===== config.mk =====
export PLATFORM = sky130hd
export DESIGN_NAME = stepper_slave_setup_and_hold_timer
export DESIGN_NICKNAME = d
export VERILOG_FILES = /design/src/design/stepper_cfg_pkg.sv /design/src/design/hold_timer.sv /design/src/design/stepper_slave_setup_and_hold_timer.sv
export SDC_FILE = /design/constraint.sdc
export NUM_CORES = 1
export LEC_CHECK = 0
export ABC_AREA = 1
export BUFFER_PORTS_ARGS = -buffer_cell sky130_fd_sc_hd__buf_2
export CAP_MARGIN = 20
export CELL_PAD_IN_SITES_DETAIL_PLACEMENT = 1
export CELL_PAD_IN_SITES_GLOBAL_PLACEMENT = 1
export CORE_ASPECT_RATIO = 1.25
export CORE_MARGIN = 5
export CORE_UTILIZATION = 37
export DETAILED_ROUTE_END_ITERATION = 12
export GPL_TIMING_DRIVEN = 0
export HOLD_SLACK_MARGIN = 0.08
export PLACE_DENSITY_LB_ADDON = 0.1
export SETUP_SLACK_MARGIN = 0.02
export SYNTH_ARGS = -nofsm -noshare
export SYNTH_HDL_FRONTEND = slang
export SYNTH_SLANG_ARGS = --single-unit
export TNS_END_PERCENT = 5

===== constraint.sdc =====
create_clock -name ref_clk -period 2.2 [get_ports ref_clk]
set_clock_uncertainty 0.05 [all_clocks]
set_input_delay 0.11 -clock ref_clk [delete_from_list [all_inputs] [get_ports ref_clk]]
set_output_delay 0.11 -clock ref_clk [all_outputs]
set_load 0.01 [all_outputs]

===== src/design/stepper_cfg_pkg.sv =====
// Constants shared by the stepper slave setup logic and its hold timer.
// Assumes a single 25 MHz clock and a synchronous active-high reset.
// Behaviour
// - Break-contact halt by default; steps need ground.
// - Active halt stops steps on both axes.
// - Setting flips halt/limit sense to make-contact.
// - Node address 1..F from switch; zero forbidden.
// - Address switch sampled only at power-on.
// - Rate code 0010 10 Mbps, 0011 20 Mbps.
// - Rate switch sampled only at power-on.
// - Step pulse gives drive current, timeout gives hold.
// - Steady pulses keep drive current on.
// - Switch selects hold time; first option 150 ms.
// - Expansion port supports exactly one unit.
package stepper_cfg_pkg;
    // ***************************************
    // Timing.
    // ***************************************
    localparam int CLK_HZ           = 25_000_000;
    localparam int HOLD_FIRST_MS    = 150;
    localparam int HOLD_SECOND_MS   = 50;
    localparam int HOLD_FIRST_CYC   = HOLD_FIRST_MS * (CLK_HZ / 1000);
    localparam int HOLD_SECOND_CYC  = HOLD_SECOND_MS * (CLK_HZ / 1000);
    localparam int TIMER_W          = 22;
    // ***************************************
    // Register map and fields.
    // ***************************************
    localparam int         ADDR_W        = 4;
    localparam logic [3:0] CTRL_OFS      = 4'h0;
    localparam logic [3:0] STATUS_OFS    = 4'h4;
    localparam int         CTRL_MAKE_BIT = 0;
    localparam int         CTRL_EXP_BIT  = 1;
    localparam int         CTRL_UNIT_LSB = 2;
    localparam int         CTRL_UNIT_W   = 3;
    localparam logic [4:0] CTRL_RESET    = 5'h00;
    localparam int         ST_RATE_LSB   = 4;
    localparam int         ST_ADDR_FLT   = 8;
    localparam int         ST_RATE_FLT   = 9;
    localparam int         ST_SW_FLT     = 10;
    localparam int         ST_HALT       = 11;
    localparam int         ST_DRIVE_X    = 12;
    localparam int         ST_DRIVE_Y    = 13;
    localparam int         ST_HOLD_SEL   = 14;
    localparam int         ST_CFG_DONE   = 15;
    localparam logic [1:0] RESP_OKAY     = 2'h0;
    localparam logic [1:0] RESP_SLVERR   = 2'h2;
    // ***************************************
    // Switch codes.
    // ***************************************
    localparam logic [3:0] ADDR_FORBIDDEN = 4'h0;
    localparam logic [3:0] RATE_10M       = 4'h2;
    localparam logic [3:0] RATE_20M       = 4'h3;
    localparam logic [2:0] EXP_UNIT_ONLY  = 3'h0;
    typedef enum logic [1:0] {REG_CTRL, REG_STATUS, REG_NONE} reg_sel_t;
endpackage : stepper_cfg_pkg


===== src/design/hold_timer.sv =====
// Drive/hold current timer for one motor axis.
// Assumes trigger is a one-cycle pulse per step actually sent to the motor.
`timescale 1ns/1ps
`default_nettype none
module hold_timer #(
    parameter int FIRST_CYC  = stepper_cfg_pkg::HOLD_FIRST_CYC,
    parameter int SECOND_CYC = stepper_cfg_pkg::HOLD_SECOND_CYC
) (
    // Clock and reset.
    input  wire logic ref_clk,
    input  wire logic rst,
    // Control.
    input  wire logic trigger,
    input  wire logic holdSelect,
    // Current level, high for drive.
    output var  logic driveOn
);
    localparam int W = stepper_cfg_pkg::TIMER_W;
    localparam logic [W-1:0] FIRST_LOAD  = W'(FIRST_CYC - 1);
    localparam logic [W-1:0] SECOND_LOAD = W'(SECOND_CYC - 1);

    logic [W-1:0] count_reg, count_next;
    logic         drive_reg, drive_next;

    always_comb begin
        count_next = count_reg;
        drive_next = drive_reg;
        if (trigger) begin
            drive_next = 1'b1;
            count_next = holdSelect ? SECOND_LOAD : FIRST_LOAD;
        end else if (count_reg != '0) begin
            count_next = count_reg - W'(1);
        end else begin
            drive_next = 1'b0;
        end
    end

    always_ff @(posedge ref_clk) begin
        if (rst) begin
            count_reg <= '0;
            drive_reg <= 1'b0;
        end else begin
            count_reg <= count_next;
            drive_reg <= drive_next;
        end
    end

    assign driveOn = drive_reg;
endmodule : hold_timer
`default_nettype wire


===== src/design/stepper_slave_setup_and_hold_timer.sv =====
// Setup and safety logic of a two-axis stepper slave: power-on switch
// capture, halt and limit gating of step pulses, drive/hold timers and an
// AXI4-Lite register slave. Assumes all pins synchronous to ref_clk.
//
// The AXI4-Lite slave port and the register addresses were decided locally.
`timescale 1ns/1ps
`default_nettype none
module stepper_slave_setup_and_hold_timer #(
    parameter int HOLD_FIRST_CYC  = stepper_cfg_pkg::HOLD_FIRST_CYC,
    parameter int HOLD_SECOND_CYC = stepper_cfg_pkg::HOLD_SECOND_CYC
) (
    // Clock and reset.
    input  wire logic        ref_clk,
    input  wire logic        rst,
    // AXI4-Lite write channels.
    input  wire logic [3:0]  awaddr,
    input  wire logic        awvalid,
    output var  logic        awready,
    input  wire logic [31:0] wdata,
    input  wire logic [3:0]  wstrb,
    input  wire logic        wvalid,
    output var  logic        wready,
    output var  logic [1:0]  bresp,
    output var  logic        bvalid,
    input  wire logic        bready,
    // AXI4-Lite read channels.
    input  wire logic [3:0]  araddr,
    input  wire logic        arvalid,
    output var  logic        arready,
    output var  logic [31:0] rdata,
    output var  logic [1:0]  rresp,
    output var  logic        rvalid,
    input  wire logic        rready,
    // Setup switches.
    input  wire logic [3:0]  nodeAddressSwitch,
    input  wire logic [3:0]  bitRateSwitch,
    input  wire logic        holdSwitchTimeSelect,
    input  wire logic        motorTypeSwitch,
    input  wire logic        pulseInputStyleSwitch,
    // Safety inputs, high while the contact is open.
    input  wire logic        emergencyHaltIn,
    input  wire logic [1:0]  limitX,
    input  wire logic [1:0]  limitY,
    // Step pulses from the pulse generator.
    input  wire logic        stepInX,
    input  wire logic        stepInY,
    // Motor side.
    output var  logic        stepOutX,
    output var  logic        stepOutY,
    output var  logic        driveCurrentX,
    output var  logic        driveCurrentY,
    // Link setup.
    output var  logic [3:0]  nodeAddress,
    output var  logic        linkRate20,
    output var  logic        configValid,
    output var  logic        expansionEnable
);
    // ***************************************
    // Power-on switch capture.
    // ***************************************
    typedef enum {CFG_WAIT, CFG_RUN} cfg_state_t;
    cfg_state_t cfgState_reg, cfgState_next;
    logic [3:0] addr_reg, addr_next;
    logic [3:0] rate_reg, rate_next;
    logic       holdSel_reg, holdSel_next;
    logic       swFault_reg, swFault_next;

    // Switches are read once, on the first edge after reset; later moves
    // are ignored so a bumped switch cannot re-address a running node.
    always_comb begin
        cfgState_next = cfgState_reg;
        addr_next     = addr_reg;
        rate_next     = rate_reg;
        holdSel_next  = holdSel_reg;
        swFault_next  = swFault_reg;
        unique case (cfgState_reg)
            CFG_WAIT: begin
                addr_next     = nodeAddressSwitch;
                rate_next     = bitRateSwitch;
                holdSel_next  = holdSwitchTimeSelect;
                swFault_next  = motorTypeSwitch | pulseInputStyleSwitch;
                cfgState_next = CFG_RUN;
            end
            CFG_RUN: begin
                cfgState_next = CFG_RUN;
            end
        endcase
    end

    always_ff @(posedge ref_clk) begin
        if (rst) begin
            cfgState_reg <= CFG_WAIT;
            addr_reg     <= 4'h0;
            rate_reg     <= 4'h0;
            holdSel_reg  <= 1'b0;
            swFault_reg  <= 1'b0;
        end else begin
            cfgState_reg <= cfgState_next;
            addr_reg     <= addr_next;
            rate_reg     <= rate_next;
            holdSel_reg  <= holdSel_next;
            swFault_reg  <= swFault_next;
        end
    end

    logic cfgRun, addrFault, rateFault, cfgOk;
    assign cfgRun    = (cfgState_reg == CFG_RUN);
    assign addrFault = (addr_reg == stepper_cfg_pkg::ADDR_FORBIDDEN);
    assign rateFault = (rate_reg != stepper_cfg_pkg::RATE_10M) &&
                       (rate_reg != stepper_cfg_pkg::RATE_20M);
    assign cfgOk     = cfgRun && !addrFault && !rateFault && !swFault_reg;

    // ***************************************
    // Control register.
    // ***************************************
    logic [4:0] ctrl_reg, ctrl_next;
    logic       makeSense;
    assign makeSense = ctrl_reg[stepper_cfg_pkg::CTRL_MAKE_BIT];

    // ***************************************
    // Halt and limit gating.
    // ***************************************
    function automatic logic inputActive(input logic pinOpen, input logic make);
        inputActive = make ? !pinOpen : pinOpen;
    endfunction : inputActive

    logic haltNow, limitHitX, limitHitY;
    assign haltNow   = inputActive(emergencyHaltIn, makeSense);
    assign limitHitX = inputActive(limitX[0], makeSense) | inputActive(limitX[1], makeSense);
    assign limitHitY = inputActive(limitY[0], makeSense) | inputActive(limitY[1], makeSense);

    logic stepX_reg, stepX_next, stepY_reg, stepY_next, halt_reg;
    logic cfgValid_reg, rate20_reg, expEn_reg;

    always_comb begin
        // One halt term gates both axes in the same cycle.
        stepX_next = stepInX && cfgOk && !haltNow && !limitHitX;
        stepY_next = stepInY && cfgOk && !haltNow && !limitHitY;
    end

    always_ff @(posedge ref_clk) begin
        if (rst) begin
            stepX_reg    <= 1'b0;
            stepY_reg    <= 1'b0;
            halt_reg     <= 1'b0;
            cfgValid_reg <= 1'b0;
            rate20_reg   <= 1'b0;
            expEn_reg    <= 1'b0;
        end else begin
            stepX_reg    <= stepX_next;
            stepY_reg    <= stepY_next;
            halt_reg     <= haltNow;
            cfgValid_reg <= cfgOk;
            // Taken from the captured code's next value so the rate output
            // settles on the same edge as the code itself and never moves later.
            rate20_reg   <= (rate_next == stepper_cfg_pkg::RATE_20M);
            expEn_reg    <= ctrl_reg[stepper_cfg_pkg::CTRL_EXP_BIT];
        end
    end

    // ***************************************
    // Drive/hold timers.
    // ***************************************
    logic driveX, driveY;
    hold_timer #(.FIRST_CYC(HOLD_FIRST_CYC), .SECOND_CYC(HOLD_SECOND_CYC)) timerX (
        .ref_clk    (ref_clk),
        .rst        (rst),
        .trigger    (stepX_next),
        .holdSelect (holdSel_reg),
        .driveOn    (driveX)
    );
    hold_timer #(.FIRST_CYC(HOLD_FIRST_CYC), .SECOND_CYC(HOLD_SECOND_CYC)) timerY (
        .ref_clk    (ref_clk),
        .rst        (rst),
        .trigger    (stepY_next),
        .holdSelect (holdSel_reg),
        .driveOn    (driveY)
    );

    // ***************************************
    // AXI4-Lite slave.
    // ***************************************
    function automatic stepper_cfg_pkg::reg_sel_t decodeReg(input logic [3:0] a);
        if (a == stepper_cfg_pkg::CTRL_OFS)        decodeReg = stepper_cfg_pkg::REG_CTRL;
        else if (a == stepper_cfg_pkg::STATUS_OFS) decodeReg = stepper_cfg_pkg::REG_STATUS;
        else                                       decodeReg = stepper_cfg_pkg::REG_NONE;
    endfunction : decodeReg

    logic        awHeld_reg, awHeld_next, wHeld_reg, wHeld_next;
    logic [3:0]  awAddr_reg, awAddr_next;
    logic [31:0] wData_reg, wData_next, rdata_reg, rdata_next, statusWord;
    logic        wLane0_reg, wLane0_next;
    logic        bvalid_reg, bvalid_next, rvalid_reg, rvalid_next;
    logic [1:0]  bresp_reg, bresp_next, rresp_reg, rresp_next;
    logic        awready_reg, wready_reg, arready_reg;
    logic [2:0]  unitReq;

    always_comb begin
        statusWord = 32'h0000_0000;
        statusWord[3:0] = addr_reg;
        statusWord[stepper_cfg_pkg::ST_RATE_LSB +: 4] = rate_reg;
        statusWord[stepper_cfg_pkg::ST_ADDR_FLT] = addrFault;
        statusWord[stepper_cfg_pkg::ST_RATE_FLT] = rateFault;
        statusWord[stepper_cfg_pkg::ST_SW_FLT]   = swFault_reg;
        statusWord[stepper_cfg_pkg::ST_HALT]     = halt_reg;
        statusWord[stepper_cfg_pkg::ST_DRIVE_X]  = driveX;
        statusWord[stepper_cfg_pkg::ST_DRIVE_Y]  = driveY;
        statusWord[stepper_cfg_pkg::ST_HOLD_SEL] = holdSel_reg;
        statusWord[stepper_cfg_pkg::ST_CFG_DONE] = cfgRun;
    end

    assign unitReq = wData_reg[stepper_cfg_pkg::CTRL_UNIT_LSB +: stepper_cfg_pkg::CTRL_UNIT_W];

    always_comb begin
        awHeld_next = awHeld_reg;
        awAddr_next = awAddr_reg;
        wHeld_next  = wHeld_reg;
        wData_next  = wData_reg;
        wLane0_next = wLane0_reg;
        bvalid_next = bvalid_reg;
        bresp_next  = bresp_reg;
        ctrl_next   = ctrl_reg;
        if (awvalid && awready_reg) begin
            awHeld_next = 1'b1;
            awAddr_next = awaddr;
        end
        if (wvalid && wready_reg) begin
            wHeld_next  = 1'b1;
            wData_next  = wdata;
            wLane0_next = wstrb[0];
        end
        if (bvalid_reg && bready) begin
            bvalid_next = 1'b0;
        end
        if (awHeld_reg && wHeld_reg && !bvalid_reg) begin
            awHeld_next = 1'b0;
            wHeld_next  = 1'b0;
            bvalid_next = 1'b1;
            bresp_next  = stepper_cfg_pkg::RESP_SLVERR;
            if (decodeReg(awAddr_reg) == stepper_cfg_pkg::REG_CTRL) begin
                // Only one expansion unit exists; naming another is refused.
                if (wLane0_reg && unitReq != stepper_cfg_pkg::EXP_UNIT_ONLY) begin
                    bresp_next = stepper_cfg_pkg::RESP_SLVERR;
                end else begin
                    bresp_next = stepper_cfg_pkg::RESP_OKAY;
                    if (wLane0_reg) begin
                        ctrl_next = wData_reg[4:0];
                    end
                end
            end
        end
    end

    always_comb begin
        rvalid_next = rvalid_reg;
        rdata_next  = rdata_reg;
        rresp_next  = rresp_reg;
        if (rvalid_reg && rready) begin
            rvalid_next = 1'b0;
        end
        if (arvalid && arready_reg) begin
            rvalid_next = 1'b1;
            rresp_next  = stepper_cfg_pkg::RESP_OKAY;
            unique case (decodeReg(araddr))
                stepper_cfg_pkg::REG_CTRL:   rdata_next = {27'h0, ctrl_reg};
                stepper_cfg_pkg::REG_STATUS: rdata_next = statusWord;
                default: begin
                    rdata_next = 32'h0000_0000;
                    rresp_next = stepper_cfg_pkg::RESP_SLVERR;
                end
            endcase
        end
    end

    always_ff @(posedge ref_clk) begin
        if (rst) begin
            awHeld_reg  <= 1'b0;
            awAddr_reg  <= 4'h0;
            wHeld_reg   <= 1'b0;
            wData_reg   <= 32'h0000_0000;
            wLane0_reg  <= 1'b0;
            bvalid_reg  <= 1'b0;
            bresp_reg   <= 2'h0;
            ctrl_reg    <= stepper_cfg_pkg::CTRL_RESET;
            rvalid_reg  <= 1'b0;
            rdata_reg   <= 32'h0000_0000;
            rresp_reg   <= 2'h0;
            awready_reg <= 1'b0;
            wready_reg  <= 1'b0;
            arready_reg <= 1'b0;
        end else begin
            awHeld_reg  <= awHeld_next;
            awAddr_reg  <= awAddr_next;
            wHeld_reg   <= wHeld_next;
            wData_reg   <= wData_next;
            wLane0_reg  <= wLane0_next;
            bvalid_reg  <= bvalid_next;
            bresp_reg   <= bresp_next;
            ctrl_reg    <= ctrl_next;
            rvalid_reg  <= rvalid_next;
            rdata_reg   <= rdata_next;
            rresp_reg   <= rresp_next;
            awready_reg <= !awHeld_next && !bvalid_next;
            wready_reg  <= !wHeld_next && !bvalid_next;
            arready_reg <= !rvalid_next;
        end
    end

    // ***************************************
    // Outputs.
    // ***************************************
    assign awready         = awready_reg;
    assign wready          = wready_reg;
    assign bvalid          = bvalid_reg;
    assign bresp           = bresp_reg;
    assign arready         = arready_reg;
    assign rvalid          = rvalid_reg;
    assign rdata           = rdata_reg;
    assign rresp           = rresp_reg;
    assign stepOutX        = stepX_reg;
    assign stepOutY        = stepY_reg;
    assign driveCurrentX   = driveX;
    assign driveCurrentY   = driveY;
    assign nodeAddress     = addr_reg;
    assign linkRate20      = rate20_reg;
    assign configValid     = cfgValid_reg;
    assign expansionEnable = expEn_reg;
endmodule : stepper_slave_setup_and_hold_timer
`default_nettype wire


# Word-level counts from Yosys, hierarchy flattened
# Index checks and enable logic that the tools add are counted.
dict set report classes {
  n_addsub 2
  n_eq_ne 8
  n_mux 34
  bitwise 4
  reduce_logical 50
}
# operator n
set ops {}
lappend ops {{2-to-1 mux 22 bit} 5}
lappend ops {{nonzero test 22 bit} 2}
lappend ops {{subtractor 22 x 1 -> 22 bit (second input constant)} 2}
lappend ops {{logical NOT 32 bit} 1}
lappend ops {{one-hot mux 16 bit (2 select lines)} 1}
lappend ops {{logical AND 1 bit} 20}
lappend ops {{2-to-1 mux 1 bit} 18}
lappend ops {{2-to-1 mux 2 bit} 9}
lappend ops {{logical NOT 1 bit} 16}
lappend ops {{logical NOT 4 bit} 3}
lappend ops {{== test 4 x 3 -> 1 bit (second input constant)} 2}
lappend ops {{inequality test 4 x 2 -> 1 bit (second input constant)} 2}
lappend ops {{== test 4 x 2 -> 1 bit (second input constant)} 1}
lappend ops {{logical NOT 2 bit} 2}
lappend ops {{2-to-1 mux 4 bit} 1}
lappend ops {{inequality test 2 bit (second input constant)} 2}
lappend ops {{AND reduction 4 bit} 1}
lappend ops {{nonzero test 2 bit} 2}
lappend ops {{OR reduction 2 bit} 2}
lappend ops {{OR 1 bit} 3}
lappend ops {{nonzero test 3 bit} 1}
lappend ops {{== test 2 x 1 -> 1 bit (second input constant)} 1}
lappend ops {{inverter 1 bit} 1}
dict set report totals {
  register_bits 121
  in_bits 69
  output_inout_bits 52
}

# Depth between registers and ports, before layout
dict set report logic_depth {
  depth_word 9
  ltp_mapped 11
  mapped_depth_nobuf 11
}

# Cells and area by module
# From an unflattened synthesis, not the netlist that was laid out.
dict set report hier_totals {
  cells_unflattened 730
  area_unflattened_um2 5235.0
}
# module n_inst cells_each area_each_um2 seq_area_each_um2
set modules_own_cells {}
lappend modules_own_cells {hold_timer 2 209 1402.6 460.4}
lappend modules_own_cells {stepper_slave_setup_and_hold_timer 1 312 2429.8 1141.1}

# Least setup slack after synthesis
# OpenSTA, ideal clock, no wires.
dict set report synth_path {
  path_type {register to register}
  from {register timerX.count_reg[0]}
  to {register timerX.count_reg[15]}
  arrival_time_ns 1.411
  required_ns 2.037
  setup_slack_ns 0.626
  stages_incl_launch_ff 11
  path_buffers 1
  period_less_slack_ns 1.574
  path_cell_list {dfxtp_1 > inv_2 > ha_1 > buf_2 > nand2_1 > nor2_2 > nand3_1 > nand2_1 > nand2_1 > nand2_1 > nor2_1}
}
dict set report synth_between {
  elab_chain_cells 3
}
# element line
set synth_rtl {}
lappend synth_rtl {{start: declaration} hold_timer.sv:22} ;# logic [W-1:0] count_reg, count_next;
lappend synth_rtl {{start signal: assignment} hold_timer.sv:43} ;# count_reg <= count_next;
lappend synth_rtl {{subtractor 22 x 1 -> 22 bit} hold_timer.sv:32} ;# count_next = count_reg - W'(1);
lappend synth_rtl {{2-to-1 mux 22 bit} hold_timer.sv:31} ;# end else if (count_reg != '0) begin
lappend synth_rtl {{2-to-1 mux 22 bit} hold_timer.sv:28} ;# if (trigger) begin
# Parallel ways exist; a longest one is shown, timed or not. The select of a mux whose other input is x is not followed.
# A chain may end at the register's enable or synchronous reset.

# Final worst setup path
# Same ends and word-level chain as after synthesis.

==> flow_summary.yaml <==
synthesis:
  synth.distinct_cells: 37
  async_reset_ff_share_pct: 0
  ys_ff_latch: 103
  synth_edf_count: 0
  synth_area_per_cell_um2: 6.83
  postSynthCellCount: 728
  synthesis.area_mm2: 0.00497
  synthFlopType: "dfxtp_1"
  yosys_warnings: 0
  seq_area_frac_synth_pct: 41.5
power:
  power_density_mw_per_mm2: 1270
  p_total_mw: 7.81
  seqPwrFrac_pct: 33.0
  internal_power_mw: 4.26
  sw_frac_of_total_pct: 45.5
  peakVddDrop_v: 0.000546
  power_frac_comb_pct: 46.9
  p_leak_nw: 2.98
  clkPwrFrac_pct: 20.2
  p_switching_mw: 3.55
detailed_routing:
  wl_per_cell_um: 14.8
  via_per_inst: 4.84
  drc: 0
  num_vias: 4966
  drtAntennaViolNets: 0
  dr.pass1.iters: 4
  drtIter0Drc: 118
  wl_um: 15200
hold_path:
  hp-start: "bitRateSwitch[0]"
  hold_end: "rate_reg[0]$_SDFF_PP0_"
  hp-class: "primary input to flip-flop"
  hold-path-cell-count: 4
sta:
  fmax_mhz: 503
  setup_tns_ps: 0
  setup_slack_ps: 213
  worst_pin_slew_ps: 727
  period_share_pct: 90.3
  setup_violations: 0
  fin_crit_ps: 1990
  hold_viol: 0
  rsz0062_at_grt: "false"
  finalMaxSlewViolations: 0
  slew_headroom_pct: 51.5
floorplanning:
  die_w_um: 114
  die_y_um: 140
  start_util_pct: 37.6
  core-area_mm2: 0.0132
  row_count: 47
  ios: 121
  die-area_mm2: 0.0159
flow_run:
  drv_cap: 0
clock_tree:
  cts_tree: "yes"
  cts_max_level: 3
  cts-buffers-inserted: 9
  clock-sinks: 103
  cts_root_buf: "clkbuf_16"
  post_cts_buffers: 0
  insertion_delay_ps: 350
  cts_resized: 0
  clk_pin_slew_ps: 80
  cts_buffer_depth: 2
cells_and_area:
  final_common_cell: "nand2_1"
  syn_to_final_growth_pct: 23.3
  regArea_mm2: 0.00206
  drive_gt1_share_pct: 16.1
  multiInputGateArea_mm2: 0.00250
  fin_util_pct: 46.3
  layout_common_cells: "179 x nand2_1, 142 x nor2_1, 103 x dfxtp_1"
  layout.nets: 922
  nFillCells: 1766
  num_antenna_cells: 0
  stdcell_count: 1027
placed_design:
  dp_hpwl_um: 11800
  place_congestion: 0.829
  placedCellCount: 988
  io_buffers: 72
  post-place-ws_ps: 270
critical_path:
  worst_path_largest_cell_delay_ps: 340
  r2r_slack_ps: 210
  path_common_cell: "nand2_1"
  r2r-end: "timerX.count_reg[15]$_SDFFE_PP0P_"
  crit_chain: "inv_2 -> ha_1 -> buf_2 -> nand2_1 -> nor2_2 -> nand3_1 -> nand2_1 -> nand2_1 -> nand2_1 -> nor2_1"
  r2r_cells: 10
  crit_cells: 10
  path_class: "flip-flop to flip-flop"
  path_max_fanout: 8
  crit_slowest_cell: "dfxtp_1"
  worst_setup_path_end_kind: "flip-flop"
  reg2reg_from: "timerX.count_reg[0]$_SDFFE_PP0P_"
  worstPathRequired_ps: 2400
  critPathBufInv: 2
  crit_family: "simple AND/OR/NAND/NOR gates"
  critical_path_arrival_ps: 2180
  worstSetupStartpointType: "flip-flop"
global_routing:
  grt_pass1_wl_um: 25300
  antenna_found_initial: 0
  grt_max_degree: 20
  track_usage_pct: 19.5
  overflow: 0
  grt_pass1_vias: 5249
status:
  status: "finished clean"
## metal layers
layer	share of wire [%]	vias to the layer above	global-route usage, %	wire length, µm
li1	-	2529	-	-
met1	43	2330	23.4	6560
met2	51	90	35.4	7710
met3	4.6	17	3.82	698
met4	1.3	0	4.68	204
met5	0	-	0	0
## logic make-up (layout without fill, tap and decap cells)
kind of cell / Yosys count / count (layout) / synth area share, %
and+or+nand+nor: 411 / 411 / 36.4
DFF: 103 / 103 / 41.5
muxes: 1 / 1 / 0.201
AOI/OAI and AO/OA: 93 / 93 / 9.84
other: 1 / 18 / 0.0754
adders and majority gates: 2 / 2 / 0.503
buffers and inverters: 106 / 217 / 9.54
xor gates and xnor gates: 11 / 11 / 1.94
## timing repair
action | in CTS | in global routing
endpoints found under the setup margin | 0 | 0
endpoints found under the hold margin | 24 | 0
hold buffers | 23 | 0
## worst max-delay path by stage
| stage | start | endpoint | slack (ps) |
|---|---|---|---|
| global placement | timerX.count_reg[0]$_SDFFE_PP0P_ | timerX.count_reg[15]$_SDFFE_PP0P_ | 300 |
| global route | timerX.count_reg[0]$_SDFFE_PP0P_ | timerX.count_reg[15]$_SDFFE_PP0P_ | 40 |
| finish | timerX.count_reg[0]$_SDFFE_PP0P_ | timerX.count_reg[15]$_SDFFE_PP0P_ | 210 |
| CTS | timerX.count_reg[0]$_SDFFE_PP0P_ | timerX.count_reg[15]$_SDFFE_PP0P_ | 240 |
| detailed placement | timerX.count_reg[0]$_SDFFE_PP0P_ | timerX.count_reg[15]$_SDFFE_PP0P_ | 270 |
| floorplan | timerX.count_reg[0]$_SDFFE_PP0P_ | timerX.count_reg[15]$_SDFFE_PP0P_ | 630 |
## power groups by stage
stage	Sequential (mW)	Combinational (mW)	Clock (mW)
finish	2.58	3.66	1.57
global route	2.63	4.23	1.69
CTS	2.58	3.67	1.62
detailed placement	2.61	3.61	0
global placement	2.60	3.45	0
floorplan	2.51	2.82	0
## final cells by class
| class | count | area share (%) |
|---|---|---|
| Clock buffer | 9 | 3.67 |
| Inverter | 72 | 4.41 |
| Multi-Input combinational cell | 536 | 40.8 |
| Tap cell | 171 | 3.49 |
| Sequential cell | 103 | 33.6 |
| Buffer | 34 | 3.33 |
| Timing Repair Buffer | 95 | 9.64 |
| Clock inverter | 7 | 1.02 |
## metrics by stage
stage | area, µm² | hold WS [ps]
2_1_floorplan | 5040 | 224
3_3_place_gp | 5610 | 312
4_1_cts | 6130 | 100
6_report | 6130 | 106
3_5_place_dp | 5610 | 323
5_1_grt | 6130 | 137
## worst register-to-register path, delay by kind of cell, from the launching register on
kind,cells,cell delay [ps]
simple gates,7,1050
flops,1,340
fa+ha+maj,1,160
buf+inv,2,290
## synth_stat cells (6+ instances only)
cell / number / area, µm²
o21ai_0: 26 / 130
nand3b_1: 6 / 45.0
nor3_1: 8 / 40.0
nand3_1: 27 / 135
nand4_1: 23 / 144
nand2_1: 179 / 672
nor2_2: 10 / 62.6
buf_4: 19 / 143
xor2_1: 7 / 61.3
dfxtp_1: 103 / 2060
nor2_1: 142 / 533
inv_1: 67 / 251
clkbuf_1: 7 / 26.3
a21oi_1: 54 / 270
Power figures use the tool's default switching activity.
